===== config.mk =====
export PLATFORM = sky130hd
export DESIGN_NAME = decr_top
export DESIGN_NICKNAME = d
export VERILOG_FILES = /design/src/core/decr_pkg.sv /design/src/core/decr_measure.sv /design/src/core/decr_top.sv
export SDC_FILE = /design/constraint.sdc
export NUM_CORES = 1
export LEC_CHECK = 0
export BUFFER_PORTS_ARGS = -buffer_cell sky130_fd_sc_hd__buf_2
export CAP_MARGIN = 20
export CORE_MARGIN = 1.5
export CORE_UTILIZATION = 45
export CTS_CLUSTER_SIZE = 40
export DETAILED_ROUTE_END_ITERATION = 10
export HOLD_SLACK_MARGIN = 0.06
export PLACE_DENSITY = 0.73
export SYNTH_ARGS = -nofsm -noshare
export SYNTH_HDL_FRONTEND = slang
export SYNTH_SLANG_ARGS = --single-unit

===== constraint.sdc =====
create_clock -name clock -period 5.6 [get_ports clock]
set_input_delay 0.28 -clock clock [delete_from_list [all_inputs] [get_ports clock]]
set_output_delay 0.28 -clock clock [all_outputs]
set_load 0.005 [all_outputs]

===== src/core/decr_pkg.sv =====
// Package: subaddresses, field positions, reset values and widths of the register bank
package decr_pkg;
	localparam int DECR_AW = 8;
	localparam int DECR_DW = 8;
	localparam logic [7:0] SA_IRQ_STATE   = 8'h03;
	localparam logic [7:0] SA_VLINES_LO   = 8'h05;
	localparam logic [7:0] SA_VLINES_HI   = 8'h06;
	localparam logic [7:0] SA_HCLKS_LO    = 8'h07;
	localparam logic [7:0] SA_HCLKS_HI    = 8'h08;
	localparam logic [7:0] SA_REFLINE_LO  = 8'h09;
	localparam logic [7:0] SA_REFLINE_HI  = 8'h0A;
	localparam logic [7:0] SA_REFPIX_LO   = 8'h0B;
	localparam logic [7:0] SA_REFPIX_HI   = 8'h0C;
	localparam logic [7:0] SA_THRESH      = 8'h0D;
	localparam logic [7:0] SA_REF_RED     = 8'h0E;
	localparam logic [7:0] SA_REF_GREEN   = 8'h0F;
	localparam logic [7:0] SA_REF_BLUE    = 8'h10;
	localparam logic [7:0] SA_DARKLN      = 8'h11;
	localparam logic [7:0] SA_DARKPX_LO   = 8'h12;
	localparam logic [7:0] SA_DARKPX_HI   = 8'h13;
	localparam logic [7:0] SA_LITLN_LO    = 8'h14;
	localparam logic [7:0] SA_LITLN_HI    = 8'h15;
	localparam logic [7:0] SA_LITPX_LO    = 8'h16;
	localparam logic [7:0] SA_LITPX_HI    = 8'h17;
	localparam logic [7:0] SA_CFG_A       = 8'h18;
	localparam logic [7:0] SA_CFG_B       = 8'h19;
	localparam logic [7:0] SA_CLK_SEL     = 8'h1A;
	localparam logic [7:0] SA_PRE_P       = 8'h1B;
	localparam logic [7:0] SA_PRE_N       = 8'h1C;
	localparam logic [7:0] SA_PRE_OFS     = 8'h1D;
	localparam logic [7:0] SA_POST_P      = 8'h1E;
	localparam logic [7:0] SA_POST_N      = 8'h1F;
	localparam logic [7:0] SA_POST_OFS    = 8'h20;
	// Field positions in the first configuration register
	localparam int CFGA_PROC_RST = 0;
	localparam int CFGA_MEM_RST  = 1;
	localparam int CFGA_IN_RST   = 2;
	localparam int CFGA_MEM_INIT = 3;
	localparam int CFGA_NO_MEM   = 4;
	localparam int CFGA_ONE_ADC  = 5;
	localparam int CFGA_IRQ_ACK  = 6;
	// Field positions in the second configuration register
	localparam int CFGB_OUT_PD   = 0;
	localparam int CFGB_BLANK    = 1;
	localparam int CFGB_DITHER   = 2;
	localparam int CFGB_RGB_BYP  = 3;
	localparam int CFGB_YUV_CLK  = 4;
	// Field positions in the clock select register
	localparam int CLK_MEM_PLL   = 0;
	localparam int CLK_PNL_PLL   = 1;
	localparam int CLK_PLL_EN    = 2;
	localparam int CLK_POST_HALF = 3;
	localparam int CLK_PRE_HALF  = 4;
	localparam int CLK_POST_EN   = 5;
	localparam int CLK_PRE_EN    = 6;
	localparam int CLK_EXT_SYS   = 7;
	// Reset values
	localparam logic [7:0] CFGA_RST_VAL = 8'h07;
	localparam logic [7:0] CFGB_RST_VAL = 8'h00;
	localparam logic [7:0] CLK_RST_VAL  = 8'h00;
	localparam logic [7:0] REG_RST_VAL  = 8'h00;
	localparam logic [7:0] UNMAPPED_VAL = 8'h00;
	// Measurement widths
	localparam int VLINE_W   = 11;
	localparam int HCLK_W    = 12;
	localparam int DARKLN_W  = 8;
	localparam int DARKPX_W  = 9;
endpackage


===== src/core/decr_measure.sv =====
`timescale 1ns/1ps
// Measurement engine: frame resolution, reference pixel colour, black/non-black counts
module decr_measure
	import decr_pkg::*;
#(
	parameter int LW = VLINE_W,
	parameter int PW = HCLK_W
) (
	input  wire logic          clock,
	input  wire logic          reset,
	input  wire logic          run,
	input  wire logic          vsync,
	input  wire logic          hsync,
	input  wire logic          pix_valid,
	input  wire logic [7:0]    pix_r,
	input  wire logic [7:0]    pix_g,
	input  wire logic [7:0]    pix_b,
	input  wire logic [LW-1:0] ref_line,
	input  wire logic [PW-1:0] ref_pixel,
	input  wire logic [7:0]    threshold,
	output logic      [LW-1:0] vlines,
	output logic      [PW-1:0] hclks,
	output logic      [7:0]    ref_r,
	output logic      [7:0]    ref_g,
	output logic      [7:0]    ref_b,
	output logic      [DARKLN_W-1:0] dark_lines,
	output logic      [DARKPX_W-1:0] dark_pixels,
	output logic      [LW-1:0] lit_lines,
	output logic      [PW-1:0] lit_pixels
);
	// Saturating increment, used by every counter
	function automatic logic [PW-1:0] sat_inc(input logic [PW-1:0] v, input logic [PW-1:0] max);
		sat_inc = (v == max) ? v : v + 1'b1;
	endfunction

	logic vs_d_r, hs_d_r, vs_nxt, hs_nxt;
	logic [LW-1:0] line_r, line_nxt, vl_nxt;
	logic [PW-1:0] pix_r_cnt, pix_nxt, hc_nxt;
	logic line_dark_r, line_dark_nxt, seen_lit_r, seen_lit_nxt;
	logic px_seen_lit_r, px_seen_lit_nxt;
	logic [DARKLN_W-1:0] dl_cnt_r, dl_cnt_nxt, dl_nxt;
	logic [DARKPX_W-1:0] dp_cnt_r, dp_cnt_nxt, dp_nxt;
	logic [LW-1:0] ll_cnt_r, ll_cnt_nxt, ll_nxt;
	logic [PW-1:0] lp_cnt_r, lp_cnt_nxt, lp_nxt;
	logic [7:0] rr_nxt, rg_nxt, rb_nxt;
	logic vs_rise, hs_rise, is_dark;

	assign vs_rise = vsync & ~vs_d_r;
	assign hs_rise = hsync & ~hs_d_r;
	// Black when every component sits at or below the threshold
	assign is_dark = (pix_r <= threshold) && (pix_g <= threshold) && (pix_b <= threshold);

	// Next state of all counters and results
	always_comb begin
		vs_nxt = vsync;
		hs_nxt = hsync;
		line_nxt = line_r;
		pix_nxt = pix_r_cnt;
		vl_nxt = vlines;
		hc_nxt = hclks;
		line_dark_nxt = line_dark_r;
		seen_lit_nxt = seen_lit_r;
		px_seen_lit_nxt = px_seen_lit_r;
		dl_cnt_nxt = dl_cnt_r;
		dp_cnt_nxt = dp_cnt_r;
		ll_cnt_nxt = ll_cnt_r;
		lp_cnt_nxt = lp_cnt_r;
		dl_nxt = dark_lines;
		dp_nxt = dark_pixels;
		ll_nxt = lit_lines;
		lp_nxt = lit_pixels;
		rr_nxt = ref_r;
		rg_nxt = ref_g;
		rb_nxt = ref_b;
		if (run) begin
			if (pix_valid) begin
				pix_nxt = sat_inc(pix_r_cnt, {PW{1'b1}});
				// Reference pixel capture
				if (line_r == ref_line && pix_r_cnt == ref_pixel) begin
					rr_nxt = pix_r;
					rg_nxt = pix_g;
					rb_nxt = pix_b;
				end
				if (is_dark) begin
					if (!px_seen_lit_r)
						dp_cnt_nxt = DARKPX_W'(sat_inc(PW'(dp_cnt_r), PW'({DARKPX_W{1'b1}})));
				end else begin
					px_seen_lit_nxt = 1'b1;
					lp_cnt_nxt = sat_inc(lp_cnt_r, {PW{1'b1}});
					line_dark_nxt = 1'b0;
				end
			end
			if (hs_rise) begin
				hc_nxt = pix_r_cnt;
				dp_nxt = dp_cnt_r;
				lp_nxt = lp_cnt_r;
				pix_nxt = '0;
				dp_cnt_nxt = '0;
				lp_cnt_nxt = '0;
				px_seen_lit_nxt = 1'b0;
				line_nxt = LW'(sat_inc(PW'(line_r), PW'({LW{1'b1}})));
				line_dark_nxt = 1'b1;
				if (line_dark_r) begin
					if (!seen_lit_r)
						dl_cnt_nxt = DARKLN_W'(sat_inc(PW'(dl_cnt_r), PW'({DARKLN_W{1'b1}})));
				end else begin
					seen_lit_nxt = 1'b1;
					ll_cnt_nxt = LW'(sat_inc(PW'(ll_cnt_r), PW'({LW{1'b1}})));
				end
			end
			if (vs_rise) begin
				vl_nxt = line_r;
				dl_nxt = dl_cnt_r;
				ll_nxt = ll_cnt_r;
				line_nxt = '0;
				dl_cnt_nxt = '0;
				ll_cnt_nxt = '0;
				seen_lit_nxt = 1'b0;
			end
		end
	end

	// Register all measurement state
	always_ff @(posedge clock) begin
		if (reset || !run) begin
			vs_d_r <= 1'b0;
			hs_d_r <= 1'b0;
			line_r <= '0;
			pix_r_cnt <= '0;
			line_dark_r <= 1'b1;
			seen_lit_r <= 1'b0;
			px_seen_lit_r <= 1'b0;
			dl_cnt_r <= '0;
			dp_cnt_r <= '0;
			ll_cnt_r <= '0;
			lp_cnt_r <= '0;
			vlines <= '0;
			hclks <= '0;
			dark_lines <= '0;
			dark_pixels <= '0;
			lit_lines <= '0;
			lit_pixels <= '0;
			ref_r <= '0;
			ref_g <= '0;
			ref_b <= '0;
		end else begin
			vs_d_r <= vs_nxt;
			hs_d_r <= hs_nxt;
			line_r <= line_nxt;
			pix_r_cnt <= pix_nxt;
			line_dark_r <= line_dark_nxt;
			seen_lit_r <= seen_lit_nxt;
			px_seen_lit_r <= px_seen_lit_nxt;
			dl_cnt_r <= dl_cnt_nxt;
			dp_cnt_r <= dp_cnt_nxt;
			ll_cnt_r <= ll_cnt_nxt;
			lp_cnt_r <= lp_cnt_nxt;
			vlines <= vl_nxt;
			hclks <= hc_nxt;
			dark_lines <= dl_nxt;
			dark_pixels <= dp_nxt;
			lit_lines <= ll_nxt;
			lit_pixels <= lp_nxt;
			ref_r <= rr_nxt;
			ref_g <= rg_nxt;
			ref_b <= rb_nxt;
		end
	end

	// Line count is latched on vsync rising edge
	a_vlines_latch: assert property (@(posedge clock) disable iff (reset)
		run && $past(run) && vs_rise |=> vlines == $past(line_r))
		else $error("line count not latched at vsync");
	// Clock count is latched on hsync rising edge
	a_hclks_latch: assert property (@(posedge clock) disable iff (reset)
		run && $past(run) && hs_rise |=> hclks == $past(pix_r_cnt))
		else $error("clock count not latched at hsync");
	// Reference red and blue captured at the reference position
	a_ref_capture: assert property (@(posedge clock) disable iff (reset)
		run && pix_valid && line_r == ref_line && pix_r_cnt == ref_pixel
		|=> ref_r == $past(pix_r) && ref_b == $past(pix_b))
		else $error("reference pixel not captured");
	c_vsync_seen: cover property (@(posedge clock) run && vs_rise);
	c_ref_hit: cover property (@(posedge clock) run && pix_valid && line_r == ref_line);
	c_dark_px: cover property (@(posedge clock) run && pix_valid && is_dark);
endmodule // decr_measure


===== src/core/decr_top.sv =====
`timescale 1ns/1ps
// Register bank of the display engine: measurements, configuration, clock selection
//
// Summary of operation
// Count lines between vsyncs, 11 bits
// Count clocks between hsyncs, 12 bits
// Written line/pixel select reference location
// Report reference pixel red, green, blue
// Threshold colour classifies pixels black or not
// Read black lines after vsync, 8 bits
// Read black pixels after hsync, 9 bits
// Read non-black lines after vsync, 11 bits
// Read non-black pixels after hsync, 12 bits
// Config A bits 0-2 hold paths reset
// Config A bit 3 starts memory init
// Bit 4 memory absent, bit 5 ADC count
// Config A bit 6 acknowledges interrupt
// Config B bit 0 powers output down
// Config B bit 1 blanks the picture
// Config B bit 2 enables temporal dithering
// Config B bit 3 bypasses colour matrix
// Config B bit 4 picks YUV clock
// Clock bit 0 memory clock source
// Panel clock source and PLL enables
// Clock bit 7 external memory clock
// Pre-divider counters and half precision
// Post-divider counters and half precision
// Low subaddress holds low byte
// Interrupt state readable, active low
module decr_top
	import decr_pkg::*;
(
	input  wire logic        clock,
	input  wire logic        reset,
	// Register port: one subaddress access per cycle
	input  wire logic        reg_wr,
	input  wire logic        reg_rd,
	input  wire logic [7:0]  reg_addr,
	input  wire logic [7:0]  reg_wdata,
	output logic      [7:0]  reg_rdata,
	// Video input, asynchronous to clock
	input  wire logic        vsync_pin,
	input  wire logic        hsync_pin,
	input  wire logic        pix_valid_pin,
	input  wire logic [7:0]  pix_r_pin,
	input  wire logic [7:0]  pix_g_pin,
	input  wire logic [7:0]  pix_b_pin,
	// Interrupt event from the engine core
	input  wire logic        irq_event,
	output logic             irq_n,
	// Path resets and memory control
	output logic             proc_path_rst,
	output logic             mem_path_rst,
	output logic             in_path_rst,
	output logic             mem_init_start,
	output logic             mem_absent,
	output logic             one_adc,
	// Output interface control
	output logic             out_power_down,
	output logic             blank_screen,
	output logic             dither_en,
	output logic             csc_bypass,
	output logic             yuv_clk_from_mclk,
	// Clock distribution
	output logic             mem_clk_from_pll,
	output logic             panel_clk_from_pll,
	output logic             pll_en,
	output logic             postdiv_half,
	output logic             prediv_half,
	output logic             postdiv_en,
	output logic             prediv_en,
	output logic             ext_mem_sys_clk,
	output logic      [7:0]  prediv_p,
	output logic      [7:0]  prediv_n,
	output logic      [3:0]  prediv_ofs,
	output logic      [7:0]  postdiv_p,
	output logic      [7:0]  postdiv_n,
	output logic      [3:0]  postdiv_ofs
);
	// Picks one byte of a multi-byte value: low subaddress holds bits 7..0
	function automatic logic [7:0] byte_of(input logic [15:0] v, input logic hi);
		byte_of = hi ? v[15:8] : v[7:0];
	endfunction

	logic [7:0] cfg_a_r, cfg_a_nxt, cfg_b_r, cfg_b_nxt, clk_r, clk_nxt;
	logic [7:0] pre_p_r, pre_p_nxt, pre_n_r, pre_n_nxt, post_p_r, post_p_nxt;
	logic [7:0] post_n_r, post_n_nxt, thresh_r, thresh_nxt;
	logic [3:0] pre_o_r, pre_o_nxt, post_o_r, post_o_nxt;
	logic [VLINE_W-1:0] refl_r, refl_nxt;
	logic [HCLK_W-1:0]  refp_r, refp_nxt;
	logic init_r, init_nxt, irq_r, irq_nxt;
	logic [7:0] rdata_nxt;
	logic vs_s1_r, vs_s2_r, hs_s1_r, hs_s2_r, pv_s1_r, pv_s2_r;
	logic [23:0] px_s1_r, px_s2_r;
	logic [VLINE_W-1:0] m_vlines, m_lit_lines;
	logic [HCLK_W-1:0]  m_hclks, m_lit_px;
	logic [7:0] m_r, m_g, m_b, m_dark_ln;
	logic [DARKPX_W-1:0] m_dark_px;
	logic wr_a, ack;

	// Two-flop synchronisers for the video input pins
	always_ff @(posedge clock) begin
		if (reset) begin
			vs_s1_r <= 1'b0;
			vs_s2_r <= 1'b0;
			hs_s1_r <= 1'b0;
			hs_s2_r <= 1'b0;
			pv_s1_r <= 1'b0;
			pv_s2_r <= 1'b0;
			px_s1_r <= '0;
			px_s2_r <= '0;
		end else begin
			vs_s1_r <= vsync_pin;
			vs_s2_r <= vs_s1_r;
			hs_s1_r <= hsync_pin;
			hs_s2_r <= hs_s1_r;
			pv_s1_r <= pix_valid_pin;
			pv_s2_r <= pv_s1_r;
			px_s1_r <= {pix_r_pin, pix_g_pin, pix_b_pin};
			px_s2_r <= px_s1_r;
		end
	end

	// Measurements run while the input path is out of reset
	decr_measure #(
		.LW (VLINE_W),
		.PW (HCLK_W)
	) u_measure (
		.clock       (clock),
		.reset       (reset),
		.run         (!in_path_rst),
		.vsync       (vs_s2_r),
		.hsync       (hs_s2_r),
		.pix_valid   (pv_s2_r),
		.pix_r       (px_s2_r[23:16]),
		.pix_g       (px_s2_r[15:8]),
		.pix_b       (px_s2_r[7:0]),
		.ref_line    (refl_r),
		.ref_pixel   (refp_r),
		.threshold   (thresh_r),
		.vlines      (m_vlines),
		.hclks       (m_hclks),
		.ref_r       (m_r),
		.ref_g       (m_g),
		.ref_b       (m_b),
		.dark_lines  (m_dark_ln),
		.dark_pixels (m_dark_px),
		.lit_lines   (m_lit_lines),
		.lit_pixels  (m_lit_px)
	);

	assign wr_a = reg_wr && reg_addr == SA_CFG_A;
	assign ack = wr_a && reg_wdata[CFGA_IRQ_ACK];

	// Write decode and interrupt / init pulse logic
	always_comb begin
		cfg_a_nxt = cfg_a_r;
		cfg_b_nxt = cfg_b_r;
		clk_nxt = clk_r;
		pre_p_nxt = pre_p_r;
		pre_n_nxt = pre_n_r;
		pre_o_nxt = pre_o_r;
		post_p_nxt = post_p_r;
		post_n_nxt = post_n_r;
		post_o_nxt = post_o_r;
		thresh_nxt = thresh_r;
		refl_nxt = refl_r;
		refp_nxt = refp_r;
		init_nxt = wr_a && reg_wdata[CFGA_MEM_INIT];
		// Event sets win over an acknowledge in the same cycle
		irq_nxt = irq_event ? 1'b1 : (ack ? 1'b0 : irq_r);
		if (reg_wr) begin
			case (reg_addr)
				SA_CFG_A:      cfg_a_nxt = reg_wdata & ~(8'h01 << CFGA_IRQ_ACK);
				SA_CFG_B:      cfg_b_nxt = reg_wdata;
				SA_CLK_SEL:    clk_nxt = reg_wdata;
				SA_PRE_P:      pre_p_nxt = reg_wdata;
				SA_PRE_N:      pre_n_nxt = reg_wdata;
				SA_PRE_OFS:    pre_o_nxt = reg_wdata[3:0];
				SA_POST_P:     post_p_nxt = reg_wdata;
				SA_POST_N:     post_n_nxt = reg_wdata;
				SA_POST_OFS:   post_o_nxt = reg_wdata[3:0];
				SA_THRESH:     thresh_nxt = reg_wdata;
				SA_REFLINE_LO: refl_nxt[7:0] = reg_wdata;
				SA_REFLINE_HI: refl_nxt[VLINE_W-1:8] = reg_wdata[VLINE_W-9:0];
				SA_REFPIX_LO:  refp_nxt[7:0] = reg_wdata;
				SA_REFPIX_HI:  refp_nxt[HCLK_W-1:8] = reg_wdata[HCLK_W-9:0];
				default: ;
			endcase
		end
	end

	// Read mux, registered one cycle after the read strobe
	always_comb begin
		rdata_nxt = reg_rdata;
		if (reg_rd) begin
			case (reg_addr)
				SA_IRQ_STATE: rdata_nxt = {7'h00, ~irq_r};
				SA_VLINES_LO: rdata_nxt = byte_of(16'(m_vlines), 1'b0);
				SA_VLINES_HI: rdata_nxt = byte_of(16'(m_vlines), 1'b1);
				SA_HCLKS_LO:  rdata_nxt = byte_of(16'(m_hclks), 1'b0);
				SA_HCLKS_HI:  rdata_nxt = byte_of(16'(m_hclks), 1'b1);
				SA_REF_RED:   rdata_nxt = m_r;
				SA_REF_GREEN: rdata_nxt = m_g;
				SA_REF_BLUE:  rdata_nxt = m_b;
				SA_DARKLN:    rdata_nxt = m_dark_ln;
				SA_DARKPX_LO: rdata_nxt = byte_of(16'(m_dark_px), 1'b0);
				SA_DARKPX_HI: rdata_nxt = byte_of(16'(m_dark_px), 1'b1);
				SA_LITLN_LO:  rdata_nxt = byte_of(16'(m_lit_lines), 1'b0);
				SA_LITLN_HI:  rdata_nxt = byte_of(16'(m_lit_lines), 1'b1);
				SA_LITPX_LO:  rdata_nxt = byte_of(16'(m_lit_px), 1'b0);
				SA_LITPX_HI:  rdata_nxt = byte_of(16'(m_lit_px), 1'b1);
				default:      rdata_nxt = UNMAPPED_VAL;
			endcase
		end
	end

	// Register state
	always_ff @(posedge clock) begin
		if (reset) begin
			cfg_a_r <= CFGA_RST_VAL;
			cfg_b_r <= CFGB_RST_VAL;
			clk_r <= CLK_RST_VAL;
			pre_p_r <= REG_RST_VAL;
			pre_n_r <= REG_RST_VAL;
			pre_o_r <= 4'h0;
			post_p_r <= REG_RST_VAL;
			post_n_r <= REG_RST_VAL;
			post_o_r <= 4'h0;
			thresh_r <= REG_RST_VAL;
			refl_r <= '0;
			refp_r <= '0;
			init_r <= 1'b0;
			irq_r <= 1'b0;
			reg_rdata <= 8'h00;
		end else begin
			cfg_a_r <= cfg_a_nxt;
			cfg_b_r <= cfg_b_nxt;
			clk_r <= clk_nxt;
			pre_p_r <= pre_p_nxt;
			pre_n_r <= pre_n_nxt;
			pre_o_r <= pre_o_nxt;
			post_p_r <= post_p_nxt;
			post_n_r <= post_n_nxt;
			post_o_r <= post_o_nxt;
			thresh_r <= thresh_nxt;
			refl_r <= refl_nxt;
			refp_r <= refp_nxt;
			init_r <= init_nxt;
			irq_r <= irq_nxt;
			reg_rdata <= rdata_nxt;
		end
	end

	// Control outputs straight from the register bits
	assign proc_path_rst = cfg_a_r[CFGA_PROC_RST];
	assign mem_path_rst = cfg_a_r[CFGA_MEM_RST];
	assign in_path_rst = cfg_a_r[CFGA_IN_RST];
	assign mem_init_start = init_r;
	assign mem_absent = cfg_a_r[CFGA_NO_MEM];
	assign one_adc = cfg_a_r[CFGA_ONE_ADC];
	assign irq_n = ~irq_r;
	assign out_power_down = cfg_b_r[CFGB_OUT_PD];
	assign blank_screen = cfg_b_r[CFGB_BLANK];
	assign dither_en = cfg_b_r[CFGB_DITHER];
	assign csc_bypass = cfg_b_r[CFGB_RGB_BYP];
	assign yuv_clk_from_mclk = cfg_b_r[CFGB_YUV_CLK];
	assign mem_clk_from_pll = clk_r[CLK_MEM_PLL];
	assign panel_clk_from_pll = clk_r[CLK_PNL_PLL];
	assign pll_en = clk_r[CLK_PLL_EN];
	assign postdiv_half = clk_r[CLK_POST_HALF];
	assign prediv_half = clk_r[CLK_PRE_HALF];
	assign postdiv_en = clk_r[CLK_POST_EN];
	assign prediv_en = clk_r[CLK_PRE_EN];
	assign ext_mem_sys_clk = clk_r[CLK_EXT_SYS];
	assign prediv_p = pre_p_r;
	assign prediv_n = pre_n_r;
	assign prediv_ofs = pre_o_r;
	assign postdiv_p = post_p_r;
	assign postdiv_n = post_n_r;
	assign postdiv_ofs = post_o_r;

	// Acknowledge without a new event returns the interrupt line high
	a_irq_ack: assert property (@(posedge clock) disable iff (reset)
		ack && !irq_event |=> irq_n)
		else $error("interrupt not released by acknowledge");
	// Event pulls the interrupt line low next cycle, even against an acknowledge
	a_irq_set: assert property (@(posedge clock) disable iff (reset)
		irq_event |=> !irq_n)
		else $error("interrupt not raised by event");
	// Event drives the interrupt low and holds it until acknowledged
	a_irq_hold: assert property (@(posedge clock) disable iff (reset)
		irq_event ##1 !ack[*2] |=> !irq_n)
		else $error("interrupt dropped without acknowledge");
	// Status read reflects the interrupt line
	a_irq_read: assert property (@(posedge clock) disable iff (reset)
		reg_rd && reg_addr == SA_IRQ_STATE |=> reg_rdata[0] == $past(irq_n))
		else $error("interrupt state read wrong");
	// Init request follows a write with bit 3 set
	a_init_pulse: assert property (@(posedge clock) disable iff (reset)
		wr_a && reg_wdata[CFGA_MEM_INIT] |=> mem_init_start)
		else $error("init pulse missing");
	// Init pulse never appears without a write that asks for it
	a_init_single: assert property (@(posedge clock) disable iff (reset)
		mem_init_start |-> $past(wr_a) && $past(reg_wdata[CFGA_MEM_INIT]))
		else $error("init pulse without request");
	// Path resets follow the written bits
	a_path_rst: assert property (@(posedge clock) disable iff (reset)
		wr_a |=> {in_path_rst, mem_path_rst, proc_path_rst} == $past(reg_wdata[2:0]))
		else $error("path reset bits not taken");
	// Power-down bit follows a write
	a_power_down: assert property (@(posedge clock) disable iff (reset)
		reg_wr && reg_addr == SA_CFG_B |=> out_power_down == $past(reg_wdata[CFGB_OUT_PD]))
		else $error("power down bit not taken");
	// Blanking, dithering, matrix bypass and YUV clock follow a write
	a_cfg_b_take: assert property (@(posedge clock) disable iff (reset)
		reg_wr && reg_addr == SA_CFG_B |=> {yuv_clk_from_mclk, csc_bypass, dither_en,
			blank_screen} == $past(reg_wdata[CFGB_YUV_CLK:CFGB_BLANK]))
		else $error("second configuration bits not taken");
	// Clock select register drives the memory clock source
	a_mem_clk: assert property (@(posedge clock) disable iff (reset)
		reg_wr && reg_addr == SA_CLK_SEL |=> mem_clk_from_pll == $past(reg_wdata[CLK_MEM_PLL]))
		else $error("memory clock select not taken");
	// Panel clock, PLL enables, precisions and external memory clock follow a write
	a_clk_take: assert property (@(posedge clock) disable iff (reset)
		reg_wr && reg_addr == SA_CLK_SEL |=> {ext_mem_sys_clk, prediv_en, postdiv_en,
			prediv_half, postdiv_half, pll_en, panel_clk_from_pll} == $past(reg_wdata[7:1]))
		else $error("clock select bits not taken");
	// Pre-divider offset keeps only the low nibble of the write
	a_pre_div: assert property (@(posedge clock) disable iff (reset)
		reg_wr && reg_addr == SA_PRE_OFS |=> prediv_ofs == $past(reg_wdata[3:0]))
		else $error("pre-divider offset not taken");
	// Post-divider offset keeps only the low nibble of the write
	a_post_div: assert property (@(posedge clock) disable iff (reset)
		reg_wr && reg_addr == SA_POST_OFS |=> postdiv_ofs == $past(reg_wdata[3:0]))
		else $error("post-divider offset not taken");
	// Unmapped read returns zero
	a_unmapped_rd: assert property (@(posedge clock) disable iff (reset)
		reg_rd && reg_addr == SA_CFG_A |=> reg_rdata == UNMAPPED_VAL)
		else $error("write-only read not zero");
	c_irq_ack: cover property (@(posedge clock) !irq_n ##1 ack);
	c_init: cover property (@(posedge clock) mem_init_start);
endmodule // decr_top


=== Word-level counts from Yosys, hierarchy flattened ===
Cells that the tools add are included.

* Add/subtract/negate cells: 6
* Multiply operators: 0
* Div/mod/pow operators: 0
* Order comparisons: 3
* Equality and inequality tests: 47
* Shift-type cells: 0
* Multiplexer cells: 36
* Bitwise logic cells: 6
* Reduce and logical (&&, ||, !) cells: 37

{| class="wikitable"
|+ Operator list
! operator !! number
|-
| $eq A8 B5 Y1 const B || 16
|-
| $pmux W8 S15 || 1
|-
| $mux W12 || 7
|-
| $mux W11 || 7
|-
| $eq A8 B4 Y1 const B || 8
|-
| $mux W9 || 5
|-
| $mux W8 || 5
|-
| $reduce_and A2 Y1 || 16
|-
| $add A12 B1 Y12 const B || 2
|-
| $eq A12 B12 Y1 const B || 2
|-
| $eq A8 B3 Y1 const B || 3
|-
| $le A8 B8 Y1 || 3
|-
| $add A11 B1 Y11 const B || 2
|-
| $eq A11 B11 Y1 const B || 2
|-
| $reduce_and A3 Y1 || 5
|-
| $ne A2 B1 Y1 const B || 7
|-
| $eq A12 B12 Y1 || 1
|-
| $eq A11 B11 Y1 || 1
|-
| $mux W1 || 11
|-
| $reduce_and A5 Y1 || 2
|-
| $reduce_bool A2 Y1 || 5
|-
| $add A9 B1 Y9 const B || 1
|-
| $eq A9 B9 Y1 const B || 1
|-
| $add A8 B1 Y8 const B || 1
|-
| other kinds (9) || 21
|}

* Register bits: 309
* Latch bits: 0
* Memory bits (writable): 0
* ROM bits: 0
* Input bits: 48
* Output and inout bits: 68
* Logic and storage cells: 180
* Memories kept: 0

=== Longest topological paths before layout ===
* Depth in word-level cells: 6
* Depth in mapped cells: 10
* Mapped depth without buffers: 9

=== By module ===
Synthesis repeated with hierarchy kept, for this count alone.

* Cells, all modules: 1512
* Area total of the unflattened synthesis: 13095.1 sq um

{| class="wikitable"
|+ Modules (own cells, without submodules)
! module !! instances !! cells each !! area an instance (sq um) !! seq. area each (sq um)
|-
| decr_measure || 1 || 854 || 7084.3 || 3103.0
|-
| decr_top || 1 || 658 || 6010.8 || 3062.9
|}

=== Worst setup path before layout ===
OpenSTA, ideal clock, no wires.

* Path kind: register to register
* From: reg thresh_r[1]
* To: reg u_measure.dp_cnt_r[5]
* Library setup time: 0.070 ns
* Arrival: 2.001 ns
* Data required time: 5.530 ns
* Slack: 3.529 ns
* Cell stages (with the launch flop): 10
* Path buffers: 0
* Clock period less this slack: 2.071 ns
* Path through: dfxtp_1 inv_1 ha_1 nor2b_1 o211ai_1 a21oi_1 o22ai_2 nand4b_1 or4_1 a21oi_1

* Word-level cells in the longest chain between the ends: 5
* Elaborated cells on any way between the ends: 7
* Those cells by class: order compare: 3; reduce/logical: 4

{| class="wikitable"
|+ RTL lines
! what !! RTL line !! source
|-
| start, declared || decr_top.sv:87 || <nowiki>logic [7:0] post_n_r, post_n_nxt, thresh_r, thresh_nxt;</nowiki>
|-
| start signal, assigned || decr_top.sv:246 || <nowiki>thresh_r <= thresh_nxt;</nowiki>
|-
| $le A8 B8 Y1 || decr_measure.sv:51 || <nowiki>assign is_dark = (pix_r <= threshold) && (pix_g <= threshold) && (pix_b <= threshold);</nowiki>
|-
| $logic_and A1 B1 Y1 || decr_measure.sv:51 ||
|-
| $logic_and A1 B1 Y1 * || decr_measure.sv:51 ||
|-
| $reduce_bool A2 Y1 (no source line) * || n/a ||
|-
| $reduce_and A5 Y1 (no source line) * || n/a ||
|-
| end signal, assigned || decr_measure.sv:155 || <nowiki>dp_cnt_r <= dp_cnt_nxt;</nowiki>
|-
| end, declared || decr_measure.sv:42 || <nowiki>logic [DARKPX_W-1:0] dp_cnt_r, dp_cnt_nxt, dp_nxt;</nowiki>
|}

Mark *: on every way between the ends. The rest lies on a longest branch, timed or not.
A chain may end at the register's enable or synchronous reset.

=== Worst setup path after layout ===
* From: reg thresh_r[1]
* To: reg u_measure.dp_cnt_r[7]

Same word-level chain as after synthesis.

==> run summary <==
### Route
- **final wirelength** 34.8 mm
- **length of the first detailed-routing pass in iterations** 5
- **routed length per placed instance** 18.1 um
- **via density per instance** 5.62
- **number of antenna-violating nets in the routed design** 0
- **number of DRC violations after detailed routing** 0
- **DRC violation total after the first TritonRoute iteration** 1015
- **Via Count** 10800

### Yosys
- **share of the yosys chip area belonging to registers** 0.478
- **syn_nets** 1501
- **synthesis warning total** 0
- **number of synthesized register bits** 308
- **Post-synth ARST share** 0
- **post-synthesis cell count** 1422
- **prevailing post-synth register cell** dfxtp_1
- **Cell Area, Synth** 0.0129 mm2
- **Syn Area/Cell** 9.08 um2
- **count of flip-flops with a built-in enable after synthesis** 0
- **distinct cell type count after synthesis** 72

### Hold path
- **worst hold-check path type** input port to register
- **source of the worst hold timing path** reg_wdata[6]
- **WHS Path Cells** 3
- **Worst Hold End** thresh_r[6]$_SDFFE_PP0P_

### Cells and area
- **area added between synthesis and finish** 17.0%
- **final std cells w/o fill** 1921
- **ratio of cells with drive above 1 in the final layout** 0.152
- **Net count, final** 1597
- **leading cell types in the layout, fill and taps excluded** dfxtp_1, nand2_1, nor2_1
- **final design instance area without fill** 0.0151 mm2
- **most common cell after layout, fill and taps aside** dfxtp_1

### Worst setup path
- **cell with the largest stage delay on the worst path** or4_1
- **Worst Setup Path Type** register to register
- **worst-path cell chain** inv_1 -> ha_1 -> nor2b_1 -> o211ai_1 -> a21oi_1 -> o22ai_2 -> nand4b_1 -> or4_1 -> a21oi_1
- **RR Startpoint** thresh_r[1]$_SDFFE_PP0P_
- **worst path bufs/invs** 1
- **maximum cell stage delay along the critical path** 0.65 ns
- **Worst path top cell family by delay** simple AND/OR/NAND/NOR gates
- **Register-to-Register Setup Slack** 2.64 ns
- **Startpoint Class** register
- **required time worst endpoint** 6.07 ns
- **endpoint arrival time on the critical path** 3.44 ns
- **worst-case reg-to-reg path depth** 9
- **Reg-to-Reg End** u_measure.dp_cnt_r[7]$_SDFFE_PP0P_
- **CP Capture Type** register
- **CP most frequent cell** a21oi_1
- **critical path fanouts, max** 17

### STA
- **Final TNS setup** 0 ns
- **RSZ-0062 raised after global routing** no
- **Finish-stage setup viols** 0
- **Max Slew Vio Count** 0
- **worst hold slack across all endpoints** 0.0821 ns
- **tightest slew margin relative to the limit** 0.247
- **final cycle utilization of the critical path** 0.529
- **Max Clock Skew** 0.0141 ns
- **Worst-Margin Slew** 1.13 ns
- **highest clock frequency the design can meet** 0.337 GHz
- **final hold viol count** 0
- **min cycle time layout** 2.96 ns

### Placed design
- **placer's final routability congestion estimate** 0.906
- **Placed Instance Area** 0.0136 mm2
- **count of input and output buffers** 115
- **placed insts** 1834
- **HPWL Detailed** 23.4 mm

### Power
- **switching power summed over all nets** 1030 uW
- **Reg power frac** 0.471
- **net switching share of the total power** 0.217
- **fraction of power consumed by the clock network** 0.488
- **Total Power** 4730 uW
- **power density relative to cell area** 313 mW/mm2
- **maximum ir drop on the vdd rail** 0.205 mV
- **internal power of the cells** 3700 uW
- **Pleak** 0.00578 uW
- **Comb power frac** 0.041

### Floorplan
- **DIE WIDTH** 172 um
- **starting density of the core** 0.461
- **ports placed on the boundary** 116
- **core area** 0.0280 mm2
- **row count** 61
- **die span in y** 172 um
- **floorplan die area** 0.0297 mm2

### Clock tree
- **number of CTS-inserted buffers** 30
- **post-CTS clock slew at the launch and capture registers of the worst setup and hold paths** 0.06 ns
- **Clk Tree Root Cell** clkbuf_16
- **count of clock tree sinks** 308
- **worst-skew pair later-pin latency** 0.57 ns
- **clock tree from TritonCTS** yes
- **Max H-tree Level** 1
- **Bufs on Longest Clock Path** 3

### GRT
- **number of global-route vias before repair** 10200
- **antenna violations before repair** 2
- **pin count of the biggest net entering global routing** 113
- **wire length of the first global-routing pass** 54.6 mm
- **overall routing resource usage** 0.233
- **GRT Residual Overflow** 0

### Job
- **max-cap viol count** 0

### Run status
- **result of the run** finished clean

## state kept, by name, indices dropped and copies added, names as in the netlist, 9 cells and up
register	cells
px_s1_r	24
px_s2_r	24
refp_r	12
u_measure.hclks	12
u_measure.lit_pixels	12
u_measure.lp_cnt_r	12
u_measure.pix_r_cnt	12
refl_r	11
u_measure.line_r	11
u_measure.lit_lines	11
u_measure.ll_cnt_r	11
u_measure.vlines	11
u_measure.dark_pixels	9
u_measure.dp_cnt_r	9
## final cells by class
type | instances | area, um2
Inverter | 19 | 71.3
Clock buffer | 36 | 823
Antenna cell | 2 | 5.00
Tap cell | 378 | 473
Timing Repair Buffer | 156 | 980
Clock inverter | 19 | 318
Fill cell | 2480 | 12900
Multi-Input combinational cell | 1003 | 6260
Sequential cell | 308 | 6170
## synthesized netlist by cell type (19+ instances only)
cell | count | share of area
nor2b_1 | 66 | 0.032
nand2_1 | 184 | 0.054
xnor2_1 | 20 | 0.014
a21oi_1 | 108 | 0.042
clkbuf_1 | 71 | 0.021
dfxtp_1 | 308 | 0.48
mux2i_1 | 94 | 0.073
o21ai_0 | 24 | 0.0093
nand3_1 | 63 | 0.024
xor2_1 | 35 | 0.024
ha_1 | 31 | 0.030
nand4_1 | 22 | 0.011
nor3_1 | 19 | 0.0074
o221a_2 | 23 | 0.020
inv_1 | 19 | 0.0055
nor2_1 | 157 | 0.046
## metrics by stage
stage | worst slack [ns] | util
floorplan | 3.53 | -
global placement | 2.82 | 0.487
detailed placement | 2.76 | 0.487
CTS | 2.70 | 0.537
global route | 2.43 | 0.539
finish | 2.64 | 0.539
## kinds of logic (layout without fill, tap and decap cells)
logic type | after synthesis | in the layout | synth area share
mux | 99 | 99 | 0.0773
simple gates | 581 | 581 | 0.217
xor+xnor | 55 | 55 | 0.0373
buf+inv | 111 | 230 | 0.0371
compound gates | 237 | 237 | 0.123
flops | 308 | 308 | 0.478
other cells | 0 | 2 | 0
fa+ha+maj | 31 | 31 | 0.0301
## worst max-delay path by stage
stage	from	to	slack [ns]	cells after the start
after floorplan	thresh_r[1]$_SDFFE_PP0P_	u_measure.dp_cnt_r[5]$_SDFFE_PP0P_	3.53	9
after global placement	thresh_r[1]$_SDFFE_PP0P_	u_measure.dp_cnt_r[7]$_SDFFE_PP0P_	2.82	9
after detailed placement	thresh_r[1]$_SDFFE_PP0P_	u_measure.dp_cnt_r[7]$_SDFFE_PP0P_	2.76	9
after CTS	thresh_r[1]$_SDFFE_PP0P_	u_measure.dp_cnt_r[7]$_SDFFE_PP0P_	2.70	9
after global routing	thresh_r[1]$_SDFFE_PP0P_	u_measure.dp_cnt_r[5]$_SDFFE_PP0P_	2.43	9
final	thresh_r[1]$_SDFFE_PP0P_	u_measure.dp_cnt_r[7]$_SDFFE_PP0P_	2.64	9
## worst register-to-register path: cells and delay by family (launching register included)
kind / cells / cell delay [ns]
AOI/OAI and AO/OA: 4 / 0.76
adders and majority gates: 1 / 0.32
buffers and inverters: 1 / 0.10
DFF: 1 / 0.34
and+or+nand+nor: 3 / 1.36
## routing by layer
layer	up-vias	global-route usage	part of all wire
li1	5130	-	-
met1	5178	0.319	0.45
met2	424	0.373	0.46
met3	63	0.0417	0.073
met4	0	0.0715	0.025
met5	-	0	0
## power groups by stage
stage / clock network, uW / registers (uW) / logic [uW]
2_1_floorplan: 0 / 2270 / 109
3_3_place_gp: 0 / 2280 / 166
3_5_place_dp: 0 / 2280 / 170
4_1_cts: 2330 / 2230 / 186
5_1_grt: 2410 / 2230 / 208
6_report: 2310 / 2230 / 194
## timing repair
| action | 4_1_cts | 5_1_grt |
|---|---|---|
| endpoints found under the hold margin | 28 | 0 |
| buffers inserted | 0 | 0 |
| hold buffers | 28 | 0 |
| gates resized for setup | 0 | 0 |
(Power assumes the default switching activity.)
